[config.mk]
export PLATFORM = sky130hd
export DESIGN_NAME = sfd_opcode_decoder
export DESIGN_NICKNAME = d
export VERILOG_FILES = /design/src/logic/sfd_pkg.sv /design/src/logic/sfd_dec_if.sv /design/src/logic/sfd_op_table.sv /design/src/logic/sfd_opcode_decoder.sv
export SDC_FILE = /design/constraint.sdc
export NUM_CORES = 1
export LEC_CHECK = 0
export BUFFER_PORTS_ARGS = -buffer_cell sky130_fd_sc_hd__buf_2
export CORE_UTILIZATION = 30
export CTS_BUF_LIST = sky130_fd_sc_hd__clkbuf_8
export DETAILED_ROUTE_END_ITERATION = 16
export GPL_TIMING_DRIVEN = 0
export RECOVER_POWER = 25
export SLEW_MARGIN = 20
export SYNTH_ARGS = -nofsm -noshare
export SYNTH_HDL_FRONTEND = slang
export SYNTH_SLANG_ARGS = --single-unit
[constraint.sdc]
create_clock -name mclk -period 3.8 [get_ports mclk]
set_input_delay 0.95 -clock mclk [delete_from_list [all_inputs] [get_ports mclk]]
set_output_delay 0.95 -clock mclk [all_outputs]
set_load 0.05 [all_outputs]
[src/logic/sfd_pkg.sv]
// Package: opcodes, command classes and clock-rate limits of the decoder
`default_nettype none
package sfd_pkg;

   // ********************************************************************
   // Command classes
   // ********************************************************************
   typedef enum logic [3:0] {
      SFD_CLS_NONE     = 4'h0,
      SFD_CLS_READ     = 4'h1,
      SFD_CLS_PROGRAM  = 4'h2,
      SFD_CLS_ERASE    = 4'h3,
      SFD_CLS_SUSPEND  = 4'h4,
      SFD_CLS_REGACC   = 4'h5,
      SFD_CLS_PROTECT  = 4'h6,
      SFD_CLS_IDENT    = 4'h7,
      SFD_CLS_RESET    = 4'h8
   } sfd_class_e;

   // ********************************************************************
   // Opcodes
   // ********************************************************************
   localparam logic [7:0] OP_WRITE_STATUS_CONFIG       = 8'h01,
                          OP_PAGE_PROGRAM              = 8'h02,
                          OP_NORMAL_READ               = 8'h03;
   localparam logic [7:0] OP_WRITE_DISABLE             = 8'h04,
                          OP_STATUS1_READ              = 8'h05,
                          OP_WRITE_ENABLE              = 8'h06;
   localparam logic [7:0] OP_STATUS2_READ              = 8'h07,
                          OP_QUICK_FETCH               = 8'h0B,
                          OP_QUICK_FETCH_LONG_ADDR     = 8'h0C;
   localparam logic [7:0] OP_PAGE_PROGRAM_LONG_ADDR    = 8'h12,
                          OP_NORMAL_READ_LONG_ADDR     = 8'h13,
                          OP_BOOT_REG_READ             = 8'h14;
   localparam logic [7:0] OP_BOOT_REG_WRITE            = 8'h15,
                          OP_BANK_REG_READ             = 8'h16,
                          OP_BANK_REG_WRITE            = 8'h17;
   localparam logic [7:0] OP_ECC_READ                  = 8'h18,
                          OP_PARAM_SECTOR_WIPE         = 8'h20,
                          OP_PARAM_SECTOR_WIPE_LONG    = 8'h21;
   localparam logic [7:0] OP_SECT_PROT_READ            = 8'h2B,
                          OP_SECT_PROT_PROGRAM         = 8'h2F,
                          OP_CLEAR_STATUS              = 8'h30;
   localparam logic [7:0] OP_QUAD_PAGE_PROGRAM         = 8'h32,
                          OP_QUAD_PAGE_PROGRAM_LONG    = 8'h34,
                          OP_CONFIG1_READ              = 8'h35;
   localparam logic [7:0] OP_QUAD_PAGE_PROGRAM_ALT     = 8'h38,
                          OP_LEARNING_PATTERN_READBACK = 8'h41,
                          OP_OTP_PROGRAM               = 8'h42;
   localparam logic [7:0] OP_NONVOLATILE_LEARNING_PROG = 8'h43,
                          OP_VOLATILE_LEARNING_WRITE   = 8'h4A,
                          OP_OTP_READ                  = 8'h4B;
   localparam logic [7:0] OP_BULK_WIPE                 = 8'h60,
                          OP_QUAD_OUTPUT_READ          = 8'h6B,
                          OP_QUAD_OUTPUT_READ_LONG     = 8'h6C;
   localparam logic [7:0] OP_ERASE_SUSPEND             = 8'h75,
                          OP_ERASE_RESUME              = 8'h7A,
                          OP_PROGRAM_SUSPEND           = 8'h85;
   localparam logic [7:0] OP_PROGRAM_RESUME            = 8'h8A,
                          OP_LEGACY_MAKER_SIGNATURE    = 8'h90,
                          OP_IDENTIFICATION_READ       = 8'h9F;
   localparam logic [7:0] OP_MULTI_IO_PERF_RESERVED    = 8'hA3,
                          OP_LOCK_BIT_WRITE            = 8'hA6,
                          OP_LOCK_BIT_READ             = 8'hA7;
   localparam logic [7:0] OP_ELECTRONIC_SIG_READ       = 8'hAB,
                          OP_BANK_REGISTER_ACCESS      = 8'hB9,
                          OP_BULK_WIPE_ALT             = 8'hC7;
   localparam logic [7:0] OP_BIG_BLOCK_WIPE            = 8'hD8,
                          OP_BIG_BLOCK_WIPE_LONG_ADDR  = 8'hDC,
                          OP_DYN_PROT_READ             = 8'hE0;
   localparam logic [7:0] OP_DYN_PROT_WRITE            = 8'hE1,
                          OP_PERS_PROT_READ            = 8'hE2,
                          OP_PERS_PROT_PROGRAM         = 8'hE3;
   localparam logic [7:0] OP_PERS_PROT_ERASE           = 8'hE4,
                          OP_RESERVED_E5               = 8'hE5,
                          OP_RESERVED_E6               = 8'hE6;
   localparam logic [7:0] OP_PASSWORD_READ             = 8'hE7,
                          OP_PASSWORD_PROGRAM          = 8'hE8,
                          OP_PASSWORD_UNLOCK           = 8'hE9;
   localparam logic [7:0] OP_QUAD_IO_READ              = 8'hEB,
                          OP_QUAD_IO_READ_LONG_ADDR    = 8'hEC,
                          OP_DOUBLE_RATE_QUAD_IO_READ  = 8'hED;
   localparam logic [7:0] OP_DOUBLE_RATE_QUAD_IO_LONG  = 8'hEE,
                          OP_SOFTWARE_RESET            = 8'hF0,
                          OP_CONTINUOUS_MODE_EXIT      = 8'hFF;

   // ********************************************************************
   // Serial clock limits in MHz, and bit counts
   // ********************************************************************
   localparam logic [7:0] RATE_MHZ_133 = 8'h85;
   localparam logic [7:0] RATE_MHZ_104 = 8'h68;
   localparam logic [7:0] RATE_MHZ_80  = 8'h50;
   localparam logic [7:0] RATE_MHZ_50  = 8'h32;
   localparam logic [2:0] OPC_LAST_BIT = 3'h7;
   localparam logic [2:0] EXIT_LAST_CYC = 3'h7;
   localparam logic [2:0] CNT_ZERO     = 3'h0;
   localparam logic [2:0] CNT_STEP     = 3'h1;

endpackage : sfd_pkg
`default_nettype wire

[src/logic/sfd_dec_if.sv]
// Interface: opcode lookup request and its decoded answer
`default_nettype none
interface sfd_dec_if;
   import sfd_pkg::*;
   logic [7:0] opcode;
   sfd_class_e cls;
   logic       known;
   logic       long_addr;
   logic       nv_pe;
   logic [7:0] rate_mhz;
   modport req (output opcode, input cls, known, long_addr, nv_pe, rate_mhz);
   modport dec (input opcode, output cls, known, long_addr, nv_pe, rate_mhz);
endinterface : sfd_dec_if
`default_nettype wire

[src/logic/sfd_op_table.sv]
// Opcode lookup table: class, address form, rate limit per opcode
`default_nettype none
module sfd_op_table (
   sfd_dec_if.dec dif            // Lookup request and answer
);
   import sfd_pkg::*;

   always_comb begin
      dif.cls       = SFD_CLS_NONE;
      dif.known     = 1'b1;
      dif.long_addr = 1'b0;
      dif.nv_pe     = 1'b0;
      dif.rate_mhz  = RATE_MHZ_133;
      case (dif.opcode)
         OP_NORMAL_READ, OP_ECC_READ, OP_QUICK_FETCH: begin
            dif.cls = SFD_CLS_READ;
         end
         OP_QUICK_FETCH_LONG_ADDR: begin
            dif.cls       = SFD_CLS_READ;
            dif.long_addr = 1'b1;
         end
         OP_NORMAL_READ_LONG_ADDR: begin
            dif.cls       = SFD_CLS_READ;
            dif.long_addr = 1'b1;
         end
         OP_QUAD_OUTPUT_READ, OP_QUAD_IO_READ: begin
            dif.cls      = SFD_CLS_READ;
            dif.rate_mhz = RATE_MHZ_104;
         end
         OP_QUAD_OUTPUT_READ_LONG, OP_QUAD_IO_READ_LONG_ADDR: begin
            dif.cls       = SFD_CLS_READ;
            dif.long_addr = 1'b1;
            dif.rate_mhz  = RATE_MHZ_104;
         end
         OP_DOUBLE_RATE_QUAD_IO_READ: begin
            dif.cls      = SFD_CLS_READ;
            dif.rate_mhz = RATE_MHZ_80;
         end
         OP_DOUBLE_RATE_QUAD_IO_LONG: begin
            dif.cls       = SFD_CLS_READ;
            dif.long_addr = 1'b1;
            dif.rate_mhz  = RATE_MHZ_80;
         end
         OP_PAGE_PROGRAM: dif.cls = SFD_CLS_PROGRAM;
         OP_PAGE_PROGRAM_LONG_ADDR: begin
            dif.cls       = SFD_CLS_PROGRAM;
            dif.long_addr = 1'b1;
         end
         OP_QUAD_PAGE_PROGRAM, OP_QUAD_PAGE_PROGRAM_ALT: begin
            dif.cls      = SFD_CLS_PROGRAM;
            dif.rate_mhz = RATE_MHZ_80;
         end
         OP_QUAD_PAGE_PROGRAM_LONG: begin
            dif.cls       = SFD_CLS_PROGRAM;
            dif.long_addr = 1'b1;
            dif.rate_mhz  = RATE_MHZ_80;
         end
         OP_PARAM_SECTOR_WIPE, OP_BIG_BLOCK_WIPE: begin
            dif.cls = SFD_CLS_ERASE;
         end
         OP_PARAM_SECTOR_WIPE_LONG, OP_BIG_BLOCK_WIPE_LONG_ADDR: begin
            dif.cls       = SFD_CLS_ERASE;
            dif.long_addr = 1'b1;
         end
         OP_BULK_WIPE, OP_BULK_WIPE_ALT: dif.cls = SFD_CLS_ERASE;
         OP_ERASE_SUSPEND, OP_ERASE_RESUME, OP_PROGRAM_SUSPEND,
         OP_PROGRAM_RESUME: dif.cls = SFD_CLS_SUSPEND;
         OP_WRITE_STATUS_CONFIG: begin
            dif.cls   = SFD_CLS_REGACC;
            dif.nv_pe = 1'b1;
         end
         OP_BOOT_REG_WRITE, OP_NONVOLATILE_LEARNING_PROG: begin
            dif.cls   = SFD_CLS_REGACC;
            dif.nv_pe = 1'b1;
         end
         OP_WRITE_DISABLE, OP_STATUS1_READ, OP_WRITE_ENABLE,
         OP_STATUS2_READ, OP_BOOT_REG_READ, OP_BANK_REG_READ,
         OP_BANK_REG_WRITE, OP_CLEAR_STATUS, OP_CONFIG1_READ,
         OP_LEARNING_PATTERN_READBACK, OP_VOLATILE_LEARNING_WRITE,
         OP_BANK_REGISTER_ACCESS: begin
            dif.cls = SFD_CLS_REGACC;
         end
         OP_SECT_PROT_PROGRAM, OP_PASSWORD_PROGRAM: begin
            dif.cls   = SFD_CLS_PROTECT;
            dif.nv_pe = 1'b1;
         end
         OP_SECT_PROT_READ, OP_OTP_PROGRAM, OP_OTP_READ,
         OP_LOCK_BIT_WRITE, OP_LOCK_BIT_READ, OP_DYN_PROT_READ,
         OP_DYN_PROT_WRITE, OP_PERS_PROT_READ, OP_PERS_PROT_PROGRAM,
         OP_PERS_PROT_ERASE, OP_PASSWORD_READ, OP_PASSWORD_UNLOCK: begin
            dif.cls = SFD_CLS_PROTECT;
         end
         OP_LEGACY_MAKER_SIGNATURE, OP_IDENTIFICATION_READ: begin
            dif.cls = SFD_CLS_IDENT;
         end
         OP_ELECTRONIC_SIG_READ: begin
            dif.cls      = SFD_CLS_IDENT;
            dif.rate_mhz = RATE_MHZ_50;
         end
         OP_SOFTWARE_RESET, OP_CONTINUOUS_MODE_EXIT: begin
            dif.cls = SFD_CLS_RESET;
         end
         default: begin
            // Unlisted and reserved codes, the performance-mode code too
            dif.known = 1'b0;
         end
      endcase
      if (dif.opcode == OP_NORMAL_READ ||
          dif.opcode == OP_NORMAL_READ_LONG_ADDR) begin
         dif.rate_mhz = RATE_MHZ_50;
      end
   end

endmodule : sfd_op_table
`default_nettype wire

[src/logic/sfd_opcode_decoder.sv]
// Top: serial flash first-byte opcode decoder behind the chip pins
`default_nettype none
module sfd_opcode_decoder
   import sfd_pkg::*;
(
   input  wire logic          mclk,          // System clock, 125 MHz
   input  wire logic          rst_n,         // Async reset, active low
   input  wire logic          cs_n_pin,      // Chip select pin, active low
   input  wire logic          sck_pin,       // Serial clock pin
   input  wire logic          io0_pin,       // Data line 0, first quad
   input  wire logic          io4_pin,       // Data line 4, second quad
   input  wire logic          cont_mode,     // Continuous read mode active
   output var  logic          cmd_valid,     // Accepted opcode, pulse
   output var  logic [7:0]    cmd_opcode,    // Last opcode received
   output var  sfd_pkg::sfd_class_e cmd_class, // Class of accepted opcode
   output var  logic          addr_long,     // Address fixed at 4 bytes
   output var  logic [7:0]    rate_max_mhz,  // Highest allowed clock, MHz
   output var  logic          nv_array_pe,   // Whole NV array PE cycle
   output var  logic          clr_status,    // Clear fail flags, pulse
   output var  logic          cmd_ignored,   // Unknown opcode, pulse
   output var  logic          cont_exit,     // Continuous mode left, pulse
   output var  logic          cont_addr      // Continuous read resumed
);
   import sfd_pkg::*;

   // ********************************************************************
   // Pin synchronisers
   // ********************************************************************
   typedef enum logic [4:0] {
      SFD_ST_IDLE = 5'h01,
      SFD_ST_OPC  = 5'h02,
      SFD_ST_DEC  = 5'h04,
      SFD_ST_WAIT = 5'h08,
      SFD_ST_CONT = 5'h10
   } sfd_state_e;

   // Synchronisers leave reset at the idle pin levels, so neither a
   // false select nor a false clock edge follows reset
   localparam logic [3:0] PIN_IDLE   = 4'hF;
   localparam logic [7:0] BYTE_CLEAR = 8'h00;

   logic [3:0] meta_ff;
   logic [3:0] sync_ff;
   logic [3:0] nxt_meta;
   logic [3:0] nxt_sync;
   logic       sck_prev_ff;
   logic       nxt_sck_prev;
   logic       cs_n_s;
   logic       sck_s;
   logic       io0_s;
   logic       io4_s;
   logic       sck_rise;

   always_comb begin
      nxt_meta     = {cs_n_pin, sck_pin, io0_pin, io4_pin};
      nxt_sync     = meta_ff;
      nxt_sck_prev = sync_ff[2];
   end

   always_ff @(posedge mclk or negedge rst_n) begin
      if (!rst_n) begin
         meta_ff     <= PIN_IDLE;
         sync_ff     <= PIN_IDLE;
         sck_prev_ff <= 1'b1;
      end else begin
         meta_ff     <= nxt_meta;
         sync_ff     <= nxt_sync;
         sck_prev_ff <= nxt_sck_prev;
      end
   end

   assign cs_n_s = sync_ff[3];
   assign sck_s  = sync_ff[2];
   assign io0_s  = sync_ff[1];
   assign io4_s  = sync_ff[0];
   // Modes 0 and 3 both sample on the rising edge; sampling limits the
   // usable serial clock to well below a quarter of mclk
   assign sck_rise = sck_s & ~sck_prev_ff;

   // ********************************************************************
   // Opcode lookup
   // ********************************************************************
   sfd_dec_if dif ();

   sfd_op_table u_table (
      .dif (dif)
   );

   // ********************************************************************
   // Frame state machine
   // ********************************************************************
   sfd_state_e state_ff;
   sfd_state_e nxt_state;
   logic [7:0] shift_ff;
   logic [7:0] nxt_shift;
   logic [2:0] cnt_ff;
   logic [2:0] nxt_cnt;

   // Table answers at once from the shift register, but it is only
   // believed in the decode cycle, once all eight bits are in
   assign dif.opcode = shift_ff;

   always_comb begin
      nxt_state = state_ff;
      nxt_shift = shift_ff;
      nxt_cnt   = cnt_ff;
      unique case (state_ff)
         SFD_ST_IDLE: begin
            if (!cs_n_s) begin
               nxt_cnt   = CNT_ZERO;
               nxt_shift = BYTE_CLEAR;
               // Continuous mode is judged once, as the frame opens
               nxt_state = cont_mode ? SFD_ST_CONT : SFD_ST_OPC;
            end
         end
         SFD_ST_OPC: begin
            if (sck_rise) begin
               nxt_shift = {shift_ff[6:0], io0_s};
               nxt_cnt   = cnt_ff + CNT_STEP;
               if (cnt_ff == OPC_LAST_BIT) begin
                  nxt_state = SFD_ST_DEC;
               end
            end
         end
         SFD_ST_DEC: begin
            nxt_state = SFD_ST_WAIT;
         end
         SFD_ST_WAIT: begin
            // Rest of frame belongs to the command sequencer
            nxt_state = state_ff;
         end
         SFD_ST_CONT: begin
            // Count ones up to the eighth; any zero ends the check
            if (sck_rise) begin
               nxt_cnt = cnt_ff + CNT_STEP;
               if (!(io0_s && io4_s)) begin
                  nxt_state = SFD_ST_WAIT;
               end else if (cnt_ff == EXIT_LAST_CYC) begin
                  nxt_state = SFD_ST_WAIT;
               end
            end
         end
      endcase
      // Select rising always ends the frame, whatever the state
      if (cs_n_s) begin
         nxt_state = SFD_ST_IDLE;
      end
   end

   always_ff @(posedge mclk or negedge rst_n) begin
      if (!rst_n) begin
         state_ff <= SFD_ST_IDLE;
         shift_ff <= BYTE_CLEAR;
         cnt_ff   <= CNT_ZERO;
      end else begin
         state_ff <= nxt_state;
         shift_ff <= nxt_shift;
         cnt_ff   <= nxt_cnt;
      end
   end

   // ********************************************************************
   // Registered outputs
   // ********************************************************************
   logic       cmd_valid_ff;
   logic       nxt_cmd_valid;
   logic [7:0] cmd_opcode_ff;
   logic [7:0] nxt_cmd_opcode;
   sfd_class_e cmd_class_ff;
   sfd_class_e nxt_cmd_class;
   logic       addr_long_ff;
   logic       nxt_addr_long;
   logic [7:0] rate_ff;
   logic [7:0] nxt_rate;
   logic       nv_pe_ff;
   logic       nxt_nv_pe;
   logic       clr_status_ff;
   logic       nxt_clr_status;
   logic       ignored_ff;
   logic       nxt_ignored;
   logic       cont_exit_ff;
   logic       nxt_cont_exit;
   logic       cont_addr_ff;
   logic       nxt_cont_addr;
   logic       dec_now;
   logic       cont_edge;

   // A select rising in the decode cycle drops the command rather
   // than launching half of it
   assign dec_now   = (state_ff == SFD_ST_DEC) && !cs_n_s;
   assign cont_edge = (state_ff == SFD_ST_CONT) && !cs_n_s && sck_rise;

   always_comb begin
      nxt_cmd_valid  = 1'b0;
      nxt_clr_status = 1'b0;
      nxt_ignored    = 1'b0;
      nxt_cont_exit  = 1'b0;
      nxt_nv_pe      = 1'b0;
      nxt_cmd_opcode = cmd_opcode_ff;
      nxt_cmd_class  = cmd_class_ff;
      nxt_addr_long  = addr_long_ff;
      nxt_rate       = rate_ff;
      nxt_cont_addr  = cont_addr_ff;
      // Resumed-read flag lives for one frame only
      if (state_ff == SFD_ST_IDLE) begin
         nxt_cont_addr = 1'b0;
      end
      if (dec_now) begin
         // Opcode kept even when unknown, for the sequencer to log
         nxt_cmd_opcode = shift_ff;
         if (dif.known) begin
            nxt_cmd_valid = 1'b1;
            nxt_cmd_class = dif.cls;
            nxt_addr_long = dif.long_addr;
            nxt_rate      = dif.rate_mhz;
            nxt_nv_pe     = dif.nv_pe;
            nxt_clr_status = (shift_ff == OP_CLEAR_STATUS);
         end else begin
            // Nothing is launched; device stays in standby
            nxt_ignored   = 1'b1;
            nxt_cmd_class = SFD_CLS_NONE;
            nxt_addr_long = 1'b0;
         end
      end
      // Exit needs eight ones in a row; a single zero turns the frame
      // into a resumed read instead
      if (cont_edge) begin
         if (!(io0_s && io4_s)) begin
            // Frame is a further continuous read; address is on the lines
            nxt_cont_addr = 1'b1;
         end else if (cnt_ff == EXIT_LAST_CYC) begin
            nxt_cont_exit = 1'b1;
         end
      end
   end

   always_ff @(posedge mclk or negedge rst_n) begin
      if (!rst_n) begin
         cmd_valid_ff  <= 1'b0;
         cmd_opcode_ff <= BYTE_CLEAR;
         cmd_class_ff  <= SFD_CLS_NONE;
         addr_long_ff  <= 1'b0;
         rate_ff       <= RATE_MHZ_133;
         nv_pe_ff      <= 1'b0;
         clr_status_ff <= 1'b0;
         ignored_ff    <= 1'b0;
         cont_exit_ff  <= 1'b0;
         cont_addr_ff  <= 1'b0;
      end else begin
         cmd_valid_ff  <= nxt_cmd_valid;
         cmd_opcode_ff <= nxt_cmd_opcode;
         cmd_class_ff  <= nxt_cmd_class;
         addr_long_ff  <= nxt_addr_long;
         rate_ff       <= nxt_rate;
         nv_pe_ff      <= nxt_nv_pe;
         clr_status_ff <= nxt_clr_status;
         ignored_ff    <= nxt_ignored;
         cont_exit_ff  <= nxt_cont_exit;
         cont_addr_ff  <= nxt_cont_addr;
      end
   end

   // ********************************************************************
   // Output drive
   // ********************************************************************
   // Every output is a flop, so nothing combinational reaches a pin
   assign cmd_valid    = cmd_valid_ff;
   assign cmd_opcode   = cmd_opcode_ff;
   assign cmd_class    = cmd_class_ff;
   assign addr_long    = addr_long_ff;
   assign rate_max_mhz = rate_ff;
   assign nv_array_pe  = nv_pe_ff;
   assign clr_status   = clr_status_ff;
   assign cmd_ignored  = ignored_ff;
   assign cont_exit    = cont_exit_ff;
   assign cont_addr    = cont_addr_ff;

endmodule : sfd_opcode_decoder
`default_nettype wire

==> Yosys cells after proc, flatten, opt, wreduce, memory -nomap -nowiden <==
Index checks and enable logic that the tools add are counted.
{ "word_totals": {"ff_bits": 52, "inputBits": 7, "out_inout_bits": 27, "word_cells": 155} }
{ "classes": {"addsub": 1, "eq_ne": 74, "mux": 36, "n_bitwise": 2, "reduce_logical": 26} }
{ "ops": {"columns": ["cell", "count"], "rows": [
  ["$eq 8x8->1 const B", 25],
  ["$eq 8x7->1 const B", 10],
  ["$eq 8x6->1 const B", 9],
  ["$reduce_or 60->1", 1],
  ["$eq 8x5->1 const B", 7],
  ["$mux 5", 7],
  ["$eq 8x3->1 const B", 4],
  ["$pmux 4 s8", 1],
  ["$mux 8", 3],
  ["$pmux 8 s3", 1],
  ["$pmux 5 s4", 1],
  ["$mux 1", 18],
  ["$eq 8x2->1 const B", 2],
  ["$eq 8x4->1 const B", 2],
  ["$pmux 8 s2", 1],
  ["$reduce_or 15->1", 1],
  ["$reduce_or 5->1", 3],
  ["$reduce_or 14->1", 1],
  ["$reduce_or 11->1", 1],
  ["$ne 3x3->1 const B", 3],
  ["$reduce_or 9->1", 1],
  ["$eq 8x1->1 const B", 1],
  ["$reduce_or 4->1", 2],
  ["$mux 3", 2],
  ["other kinds (24)", 32]
]} }

==> Depth between registers and ports, before layout <==
Gate-level depths: netlist (run 1).
{ "logic_depth": {"word_depth": 6, "ltp_mapped": 9, "mapped_depth_nobuf": 6} }

==> Cells and area by module <==
From an unflattened synthesis (run 1), not the netlist that was laid out.
{ "unflattened": {"cells_unflattened": 315, "area_unflattened_um2": 2996.6} }
{ "modules_own_cells": {"columns": ["module", "n_inst", "cells_each", "area_each_um2", "seq_area_each_um2"], "rows": [
  ["sfd_opcode_decoder", 1, 174, 2117.0, 1317.5],
  ["sfd_op_table", 1, 141, 879.6, 0.0]
]} }

==> Least setup slack after synthesis (run 1) <==
No wires, ideal clock.
{ "synth_timing": {"kind": "reg-to-reg", "startpoint": "register shift_ff[2], in the netlist dif.opcode[2]", "endpoint": "register rate_ff[4], in the netlist rate_max_mhz[4]", "setup_time_ps": 125, "t_arrival_ps": 2011, "t_required_ps": 3675, "setup_slack_ps": 1664, "path_stages_with_launch": 7, "n_path_buf": 1, "synth_period_minus_slack_ps": 2136, "path_cell_list": "dfrtp_1 -> buf_6 -> or4_4 -> o311ai_4 -> nor4_4 -> a41oi_4 -> mux2_4"} }
{ "synth_between": {"elab_chain_len": 4, "word_cells_on_any_way": 68, "classes_between": "eq/ne: 60; mux: 3; reduce/logical: 5"} }
{ "synth_rtl": {"columns": ["item", "line_no", "text"], "rows": [
  ["start: declaration", "sfd_opcode_decoder.sv:94", "logic [7:0] shift_ff;"],
  ["start signal: assignment", "sfd_opcode_decoder.sv:157", "shift_ff <= nxt_shift;"],
  ["$eq 8x6->1, or another cell as far along", "sfd_op_table.sv:14", "case (dif.opcode)"],
  ["$reduce_or 60->1 (no line), or another cell as far along", null, null],
  ["$mux 1 or $pmux 8 s3 (tied branches)", "sfd_op_table.sv:14", null],
  ["$reduce_and 2->1 (no line) or $mux 8 (tied branches)", null, null],
  ["end signal: assignment", "sfd_opcode_decoder.sv:254", "rate_ff <= nxt_rate;"],
  ["end: declaration", "sfd_opcode_decoder.sv:173", "logic [7:0] rate_ff;"]
]} }
Several ways; a longest one is shown, not always the timed one.
A chain may end at the register's enable or synchronous reset.

==> Final worst setup path (run 1) <==
{ "layout_timing": {"startpoint": "register shift_ff[0], in the netlist dif.opcode[0]", "endpoint": "register rate_ff[4], in the netlist rate_max_mhz[4]"} }
Same word-level chain as after synthesis.

==> results of run 1 <==
==> cells in the mapped netlist (3+ instances only) <==
cell      instances  area share (%)
nand2_1          49             5.8
dfrtp_1          39              31
nor2_1           22             2.6
nand3_1          19             3.0
o21ai_0          15             2.4
a21oi_1          12             1.9
clkbuf_1         12             1.4
buf_4            11             2.6
dfstp_2          11             9.1
nor2b_1           8             1.6
buf_2             7             1.1
mux2i_1           7             2.2
nand4_1           7             1.4
nor3_1            6            0.95
a31oi_1           5            0.99
nand2b_1          5            0.99
nor3b_1           5             1.2
o211ai_1          5             1.2
and2_1            4            0.79
inv_1             4            0.47
xor2_1            4             1.1
a21o_1            3            0.71
and3_1            3            0.59
and4bb_1          3             1.2
nand3b_1          3            0.71
nand4b_1          3            0.83
nor4_1            3            0.59
==> through the flow <==
step | hold slack, ns | util, % | instance area (µm²)
final | 0.3597 | 35.23 | 3621
after global routing | 0.3648 | 35.23 | 3621
after CTS | 0.3612 | 35.21 | 3618
after detailed placement | 0.3468 | 34.10 | 3505
after global placement | 0.3461 | 34.10 | 3505
after floorplan | 0.3452 | - | 3169
==> power groups by stage <==
stage	logic (mW)	clock network, mW	registers, mW
after floorplan	0.0768	0	0.608
after global placement	0.139	0	0.585
after detailed placement	0.142	0	0.586
after CTS	0.143	0.394	0.575
after global routing	0.157	0.410	0.579
final	0.142	0.376	0.575
==> final timing paths <==
path	startpoint	slack, ns	endpoint
max	dif.opcode[0]	1.24	rate_max_mhz[4]
min reg2reg	meta_ff[2]	0.36	sync_ff[2]
min in group asynchronous	rst_n	0.66	rate_max_mhz[4]
max in group asynchronous	rst_n	2.73	clr_status
max reg2reg	dif.opcode[0]	1.24	rate_max_mhz[4]
min	meta_ff[2]	0.36	sync_ff[2]
==> layout by cell type (no fill, tap or decap), types with 4 or more instances in the layout <==
cell	n
and2_1	4
dfstp_2	10
nor2_1	22
buf_2	39
nor2b_1	8
a31oi_1	5
nand2_1	49
a21oi_1	12
clkbuf_1	12
o21ai_0	15
inv_1	4
o211ai_1	5
nand4_1	7
nand3_1	19
buf_4	12
clkbuf_8	5
dfrtp_1	39
nor3b_1	5
nor3_1	6
nand2b_1	5
xor2_1	4
mux2i_1	7
==> kinds of logic (layout without fill, tap and decap cells) <==
kind of cell	after synthesis	after routing
xor gates and xnor gates	5	5
buffers and inverters	38	79
and+or+nand+nor	167	167
DFF	50	50
AOI/OAI and AO/OA	64	64
adders and majority gates	2	2
muxes	11	11
==> worst register-to-register path: cells and delay by family (launching register included) <==
family | cells | cell delay [ns]
and+or+nand+nor | 2 | 0.37
muxes | 1 | 0.35
DFF | 1 | 0.37
buffers and inverters | 3 | 0.63
AOI/OAI and AO/OA | 3 | 0.73
==> layout make-up <==
type	instances	area share [%]
multi-input cells	249	46.54
flip-flops and latches	50	34.93
plain buffers	33	5.529
well taps	136	4.699
repair buffers	33	4.630
clock buffers	5	1.900
clock inverters	3	1.244
inverters	5	0.5183
==> sequential cells by signal, summed over array words and instances, names as in the netlist, 3 cells and up <==
register      flops
cmd_opcode        8
state_ff          5
sync_ff           4
rate_max_mhz      6
meta_ff           4
dif.opcode        8
cmd_class         4
cnt_ff            3
==> metal layers <==
metal / share of wire, % / vias to the layer above / global-route usage (%)
met1: 45 / 1346 / 20.74
met3: 4.6 / 15 / 1.747
met2: 48 / 110 / 25.40
met4: 2.1 / 0 / 4.930
li1: - / 1296 / -
met5: 0 / - / 0
==> flow_summary.toml, run 1 <==
[routing]
drt-total-wl_um = 8265
num_vias = 2767
via_per_inst = 5.383
drt-initial-drc-count = 185
drt-wirelength-per-cell_um = 16.08
antenna_left = 0
drcViolationCount = 0
dr.pass1.iters = 4

[yosys]
synth-edff-count = 0
yosysSeqAreaShare_pct = 39.91
netlist_area_mm2 = 0.003169
ys_seq_elements = 50
synth_top_family_by_area = "simple AND/OR/NAND/NOR gates"
synthAdderAreaFrac_pct = 0.7896
synthCells = 337
synth_cell_types = 77
synth-simple-area-share_pct = 31.27
syn_nets = 346
async_flop_share_pct = 100.0
synth-compound-area-share_pct = 15.87
avgSynthCellArea_um2 = 9.404
synth.area.mux_share_pct = 3.869
synthFlopType = "dfrtp_1"
yosys_warnings = 0
synth_xor_area_share_pct = 1.382

[layout]
drive_gt1_share_pct = 25.40
syn2layout_area_growth_pct = 14.25
finalNonFillerCells = 514
final_nets = 386
nFillCells = 1065
seqCellArea_mm2 = 0.001265
n_antenna_cell = 0
multiInputGateArea_mm2 = 0.001685

[worst_setup_path]
cp_slowest_cell = "a41oi_4"
critPathKind = "reg -> reg"
cp_cell_sequence = "buf_4 -> buf_4 -> buf_2 -> nand4b_1 -> o32ai_1 -> a32oi_1 -> and2_1 -> a41oi_4 -> mux2_4"
arrival_ns = 2.76
worstSetupStartpointType = "register"
rr_worst_depth = 9
cp_slowest_stage_delay_ns = 0.44
cp_top_family = "compound AO/OA/AOI/OAI gates"
cpMostUsedCell = "buf_4"
worstPathMaxFanout = 10
cp.depth = 9
cp.required_ns = 3.99
crit_buf_inv = 3
crit_path_end_kind = "register"

[min_path]
holdPathStages = 0
min-delay-path-class = "reg -> reg"

[floorplanning]
io_pins = 34
die_w_um = 104.8
rows = 37
die_area_mm2 = 0.01098
initial_utilization_pct = 30.84
core_mm2 = 0.01028
die_h_um = 104.8

[cts]
cts_made_buffers = 5
insertion_delay_ns = 0.30
cts-resized-gates = 0
cts_buffer_depth = 2
clkTransAtPathRegs_ns = 0.09
cts-hold-fix-buffers = 0
htreeDepth = 2
clock_tree.root_cell = "clkbuf_8"
post-cts-setup-buffer-count = 0
clock_sinks = 50
cts_tree = "yes"

[timing]
timing.final.crit_period_ns = 2.562
tns_ns = 0
rsz0062_at_grt = "false"
setup_slack_ns = 1.238
hold_viol_final = 0
fin_crit_sh_pct = 67.41
drv_slew = 0
max_freq_mhz = 390.4
worstMarginPinSlew_ns = 0.6914
fin_skew_ns = 0.007451
setup_viol = 0
slew_headroom_pct = 53.48

[power]
irDropWorstVdd_uv = 225.9
p_sw_mw = 0.2920
p_int_mw = 0.8004
p_clk_share_pct = 34.4
seqPwrFrac_pct = 52.6
power.density_mw_per_mm2 = 301.7
p_comb_share_pct = 13.0
power.total_mw = 1.092
swShare_pct = 26.73
p_leak_nw = 1.647

[grt]
grt.total_usage_pct = 15.30
gr-total-overflow = 0
grt_first_pass_wirelength_um = 13520
first_global_vias = 2588
grt_max_degree = 51
antenna_found_initial = 0

[placement]
place_inst = 506
hpwl_um = 6029
dpl_worst_slack_ns = 1.316
gp_congestion = 0.8973
portBuffers = 33

[flow_run]
cap_violations = 0

[run_status]
status = "complete, no violations"
(Power assumes the default switching activity.)
==> run 2, diff against run 1 <==
--- a/config.mk
+++ b/config.mk
@@ -5,6 +5,7 @@
 export SDC_FILE = /design/constraint.sdc
 export NUM_CORES = 1
 export LEC_CHECK = 0
+export ABC_AREA = 1
 export BUFFER_PORTS_ARGS = -buffer_cell sky130_fd_sc_hd__buf_2
 export CORE_UTILIZATION = 30
 export CTS_BUF_LIST = sky130_fd_sc_hd__clkbuf_8
==> constraint.sdc (replaced) <==
create_clock -name mclk -period 2.39 [get_ports mclk]
set_input_delay 0.5975 -clock mclk [delete_from_list [all_inputs] [get_ports mclk]]
set_output_delay 0.5975 -clock mclk [all_outputs]
set_load 0.05 [all_outputs]
==> run 2 against run 1 <==
Worst setup slack got worse by 0.93 ns. Die area decreased by 15%. Clock-buffer cell count unchanged. Clock power increased by 42%. Clock skew increased by 0.0081 ns. Cell area decreased by 15%. Via count decreased by 9.1%. Largest power group unchanged. Highest routed layer unchanged.
==> flow_summary.toml, run 2 <==
[run_status]
status = "complete, no violations"

[flow_run]
cap_violations = 0

[floorplanning]
die_h_um = 96.48
die_w_um = 96.48
initial_utilization_pct = 30.85
core_mm2 = 0.008678
rows = 34
die_area_mm2 = 0.009307
io_pins = 34

[timing]
timing.final.crit_period_ns = 2.082
rsz0062_at_grt = "false"
fin_crit_sh_pct = 87.12
worstMarginPinSlew_ns = 1.196
setup_viol = 0
fin_skew_ns = 0.01552
drv_slew = 0
slew_headroom_pct = 20.29
tns_ns = 0
max_freq_mhz = 480.2
hold_viol_final = 0

[routing]
dr.pass1.iters = 5
num_vias = 2515
drt-initial-drc-count = 157
via_per_inst = 4.772
drcViolationCount = 0
antenna_left = 0
drt-wirelength-per-cell_um = 12.82
drt-total-wl_um = 6758

[cts]
cts_tree = "yes"
clkTransAtPathRegs_ns = 0.11
cts-hold-fix-buffers = 0
cts-resized-gates = 0
cts_made_buffers = 5
clock_sinks = 50
htreeDepth = 2
clock_tree.root_cell = "clkbuf_8"
cts_buffer_depth = 2
insertion_delay_ns = 0.31
post-cts-setup-buffer-count = 0

[worst_setup_path]
critPathKind = "reg -> reg"
cp_top_family = "simple AND/OR/NAND/NOR gates"
cp_slowest_stage_delay_ns = 0.46
cpMostUsedCell = "nand2_1"
worstSetupStartpointType = "register"
arrival_ns = 2.30
crit_path_end_kind = "register"
crit_buf_inv = 0
cp_slowest_cell = "dfrtp_1"
worstPathMaxFanout = 9
cp.required_ns = 2.60
cp_cell_sequence = "nor2_1 -> nand2_1 -> nor2_1 -> nor2_2 -> nand2_1 -> nor2_1 -> nand2_1 -> nor2_2 -> nand2_2 -> nand2_4 -> nand2_1 -> nand2_1"

[yosys]
synth.area.top_cells = "dfrtp_1 (36%), nand2_1 (17%), dfstp_2 (11%)"
yosysTopAreaCell = "dfrtp_1"
synth.area.mux_share_pct = 0
ys_seq_elements = 50
yosys_warnings = 0
async_flop_share_pct = 100.0
synthFlopType = "dfrtp_1"
synth-compound-area-share_pct = 6.495
synthAdderAreaFrac_pct = 0.9346
netlist_area_mm2 = 0.002678
synth_common_cells = "nand2_1 (124), nor2_1 (68), dfrtp_1 (39)"
synth_top_area_share_pct = 36.45
synth-edff-count = 0
syn_nets = 387
yosysSeqAreaShare_pct = 47.24
synthCells = 378
avgSynthCellArea_um2 = 7.084
synth_top_family_by_area = "simple AND/OR/NAND/NOR gates"
synth_xor_area_share_pct = 0
yosysMostFrequentCell = "nand2_1"
synth_cell_types = 21
synth-simple-area-share_pct = 39.44

[layout]
seqCellArea_mm2 = 0.001265
nFillCells = 943
drive_gt1_share_pct = 15.99
final_nets = 427
n_antenna_cell = 0
final_common_cell = "nand2_1"
mostFrequentLayoutCells = "nand2_1 (124), nor2_1 (68), dfrtp_1 (39)"
multiInputGateArea_mm2 = 0.001255
syn2layout_area_growth_pct = 14.86

[grt]
top_usage_layer = "met2"
first_global_vias = 2306
antenna_found_initial = 0
gr-usage-met2_pct = 23.36
met1_usage_pct = 22.62
gr-total-overflow = 0
use_met3_pct = 2.895
grt.total_usage_pct = 15.77
grt_max_degree = 51
grt_first_pass_wirelength_um = 11210

[power]
p_leak_nw = 1.782
power.total_mw = 1.660
irDropWorstVdd_uv = 204.7
power.density_mw_per_mm2 = 539.8

[placement]
gp_congestion = 0.9692
hpwl_um = 5168
portBuffers = 33

[min_path]
min-delay-path-class = "reg -> reg"
==> run 2: final cells by class <==
class,instances,area share [%]
sequential,50,41.13
timing repair buffer,33,5.370
clock buffer,5,2.238
inverter,33,4.028
tap,108,4.394
multi-input combinational,288,40.81
buffer,7,1.098
clock inverter,3,0.9357
==> run 2: power by group <==
group | leakage [nW] | internal (mW) | switching, mW | total [mW]
Clock | 0.0502 | 0.217 | 0.316 | 0.533
Combinational | 1.08 | 0.0563 | 0.163 | 0.220
Sequential | 0.656 | 0.885 | 0.0219 | 0.907
Total | 1.78 | 1.16 | 0.501 | 1.66
==> run 2: layer usage <==
metal / up-vias / routed length (µm)
met5: - / 0
met4: 0 / 142
met3: 11 / 357
met2: 80 / 2800
met1: 1147 / 3457
li1: 1277 / -
==> run 2: worst paths after layout <==
path,cells after the start,slack (ns),start,endpoint
worst max-delay path,12,0.31,dif.opcode[2],rate_max_mhz[5]
worst min-delay path,0,0.36,meta_ff[0],sync_ff[0]
worst max register to register,12,0.31,dif.opcode[2],rate_max_mhz[5]
worst min register to register,0,0.36,meta_ff[0],sync_ff[0]
max in group asynchronous,1,1.14,rst_n,cmd_class[3]
min in group asynchronous,1,0.51,rst_n,cont_exit
==> run 2: metrics by stage <==
stage / worst slack (ns) / util, % / hold slack [ns] / area [µm²] / instances
after floorplan: 0.7275 / - / 0.3019 / 2678 / 378
after global placement: 0.2913 / 34.31 / 0.3458 / 2978 / 519
after detailed placement: 0.3155 / 34.31 / 0.3468 / 2978 / 519
after CTS: 0.3176 / 35.44 / 0.3563 / 3075 / 527
after global routing: 0.08070 / 35.44 / 0.3433 / 3075 / 527
final: 0.3077 / 35.44 / 0.3616 / 3075 / 527
==> run 2: cells by family (layout without fill, tap and decap cells) <==
kind of cell,Yosys count,after routing
AND/OR/NAND/NOR,252,252
flip-flops,50,50
buffers and inverters,40,81
AO/OA/AOI/OAI,34,34
adder cells (fa/ha/maj),2,2
==> run 3, diff against run 2 <==
--- a/config.mk
+++ b/config.mk
@@ -11,8 +11,9 @@
 export CTS_BUF_LIST = sky130_fd_sc_hd__clkbuf_8
 export DETAILED_ROUTE_END_ITERATION = 16
 export GPL_TIMING_DRIVEN = 0
+export PLACE_DENSITY_LB_ADDON = 0.08
 export RECOVER_POWER = 25
-export SLEW_MARGIN = 20
+export SLEW_MARGIN = 15
 export SYNTH_ARGS = -nofsm -noshare
 export SYNTH_HDL_FRONTEND = slang
 export SYNTH_SLANG_ARGS = --single-unit
==> run 3 against run 2 <==
Clock-buffer cell count unchanged. Cell area unchanged. Flip-flop and latch count unchanged. Core utilization unchanged. Final cell count unchanged. First-iteration DRC count increased by 22%. Critical path depth unchanged. Die area unchanged. Sequential power about the same. Clock power increased by 2%. Non-clock buffer count unchanged. Register-to-register slack improved by 0.04 ns.
==> flow_summary.toml, run 3 (synthesis gave the netlist of run 2 again) <==
[timing]
fin_crit_sh_pct = 85.31
setup_viol = 0
rsz0062_at_grt = "false"
slew_headroom_pct = 18.64
max_freq_mhz = 490.4
timing.final.crit_period_ns = 2.039
drv_slew = 0
tns_ns = 0
setup_slack_ns = 0.3510
fin_skew_ns = 0.01371
worstMarginPinSlew_ns = 1.220
hold_viol_final = 0

[cts]
cts-hold-fix-buffers = 0
cts-resized-gates = 0
cts_made_buffers = 5
cts_buffer_depth = 2
clock_tree.root_cell = "clkbuf_8"
clock_sinks = 50
insertion_delay_ns = 0.31
post-cts-setup-buffer-count = 0
htreeDepth = 2
clkTransAtPathRegs_ns = 0.11
cts_tree = "yes"

[grt]
grt_first_pass_wirelength_um = 11940
grt_max_degree = 51
grt.total_usage_pct = 16.83
antenna_found_initial = 0
first_global_vias = 2423
gr-total-overflow = 0

[placement]
dpl_worst_slack_ns = 0.3769
portBuffers = 33
gp_congestion = 0.9360
hpwl_um = 5445

[min_path]
min_to = "sync_ff[1]"
min-delay-path-class = "reg -> reg"
hp-start = "meta_ff[1]"
holdPathStages = 0

[worst_setup_path]
r2r-start = "dif.opcode[2]"
arrival_ns = 2.25
crit_path_end_kind = "register"
critPathKind = "reg -> reg"
r2r_end = "rate_max_mhz[6]"
worstPathMaxFanout = 9
cp.required_ns = 2.60
rr_worst_depth = 12
cp_slowest_stage_delay_ns = 0.46
cp_slowest_cell = "dfrtp_1"
cp_cell_sequence = "nor2_1 -> nand2_1 -> nor2_1 -> nor2_2 -> nand2_1 -> nor2_1 -> nand2_1 -> nor2_2 -> nand2_2 -> nand2_4 -> nand2_1 -> nand2_1"
cpMostUsedCell = "nand2_1"
r2r_setup_slack_ns = 0.35
worstSetupStartpointType = "register"

[routing]
drt-total-wl_um = 6978
dr.pass1.iters = 4
antenna_left = 0
num_vias = 2480
drcViolationCount = 0
drt-wirelength-per-cell_um = 13.24
drt-initial-drc-count = 192
via_per_inst = 4.706

[power]
p_leak_nw = 1.782
irDropWorstVdd_uv = 219.3
power.density_mw_per_mm2 = 543.7
p_int_mw = 1.161
swShare_pct = 30.55
p_sw_mw = 0.5107
seqPwrFrac_pct = 54.3
p_clk_share_pct = 32.5
p_comb_share_pct = 13.3

[layout]
mostFrequentLayoutCells = "nand2_1 (124), nor2_1 (68), dfrtp_1 (39)"
final_common_cell = "nand2_1"
drive_gt1_share_pct = 15.99
final_nets = 427
syn2layout_area_growth_pct = 14.86
n_antenna_cell = 0

[flow_run]
cap_violations = 0

[floorplanning]
die_area_mm2 = 0.009307
io_pins = 34
die_w_um = 96.48
core_mm2 = 0.008678
die_h_um = 96.48
initial_utilization_pct = 30.85
rows = 34

[run_status]
status = "complete, no violations"
[run 3: per-layer routing]
metal  part of all wire, %  GRT usage [%]  up-vias
li1                      -              -     1283
met1                    51          24.51     1133
met2                    43          26.29       58
met3                   5.1          2.660        6
met4                   1.0          3.431        0
met5                     0              0        -
[run 3: area by class of cell]
cell class	instances	area [µm²]
buffer	7	33.78
clock buffer	5	68.82
clock inverter	3	28.78
fill	948	5603
inverter	33	123.9
multi-input combinational	288	1255
sequential	50	1265
tap	108	135.1
timing repair buffer	33	165.2
[run 3: power by group through the flow]
stage / logic [mW] / registers, mW / clock network, mW
4_1_cts: 0.224 / 0.909 / 0.568
5_1_grt: 0.258 / 0.914 / 0.605
3_3_place_gp: 0.223 / 0.924 / 0
2_1_floorplan: 0.140 / 0.934 / 0
6_report: 0.222 / 0.908 / 0.543
3_5_place_dp: 0.224 / 0.924 / 0
[run 3: stage by stage]
| stage | power, mW | util [%] | hold WS [ns] | cells | area (µm²) |
|---|---|---|---|---|---|
| final | 1.672 | 35.44 | 0.3628 | 527 | 3075 |
| after global routing | 1.778 | 35.44 | 0.3417 | 527 | 3075 |
| after CTS | 1.701 | 35.44 | 0.3567 | 527 | 3075 |
| after detailed placement | 1.148 | 34.31 | 0.3468 | 519 | 2978 |
| after global placement | 1.147 | 34.31 | 0.3456 | 519 | 2978 |
| after floorplan | 1.074 | - | 0.3019 | 378 | 2678 |
[run 3: worst max-delay path by stage]
stage | endpoint | slack, ns | cells past startpoint | startpoint
after global placement | rate_max_mhz[5] | 0.35 | 12 | dif.opcode[2]
final | rate_max_mhz[6] | 0.35 | 12 | dif.opcode[2]
after detailed placement | dif.opcode[1] | 0.38 | 9 | sync_ff[2]
after floorplan | dif.opcode[0] | 0.73 | 9 | sync_ff[2]
after global routing | dif.opcode[4] | 0.05 | 8 | sync_ff[2]
after CTS | rate_max_mhz[6] | 0.33 | 12 | dif.opcode[2]
[run 3: critical path: cells and delay by family, from the launching register on]
| kind | cells | cell delay [ns] |
|---|---|---|
| simple gates | 12 | 1.48 |
| flops | 1 | 0.46 |
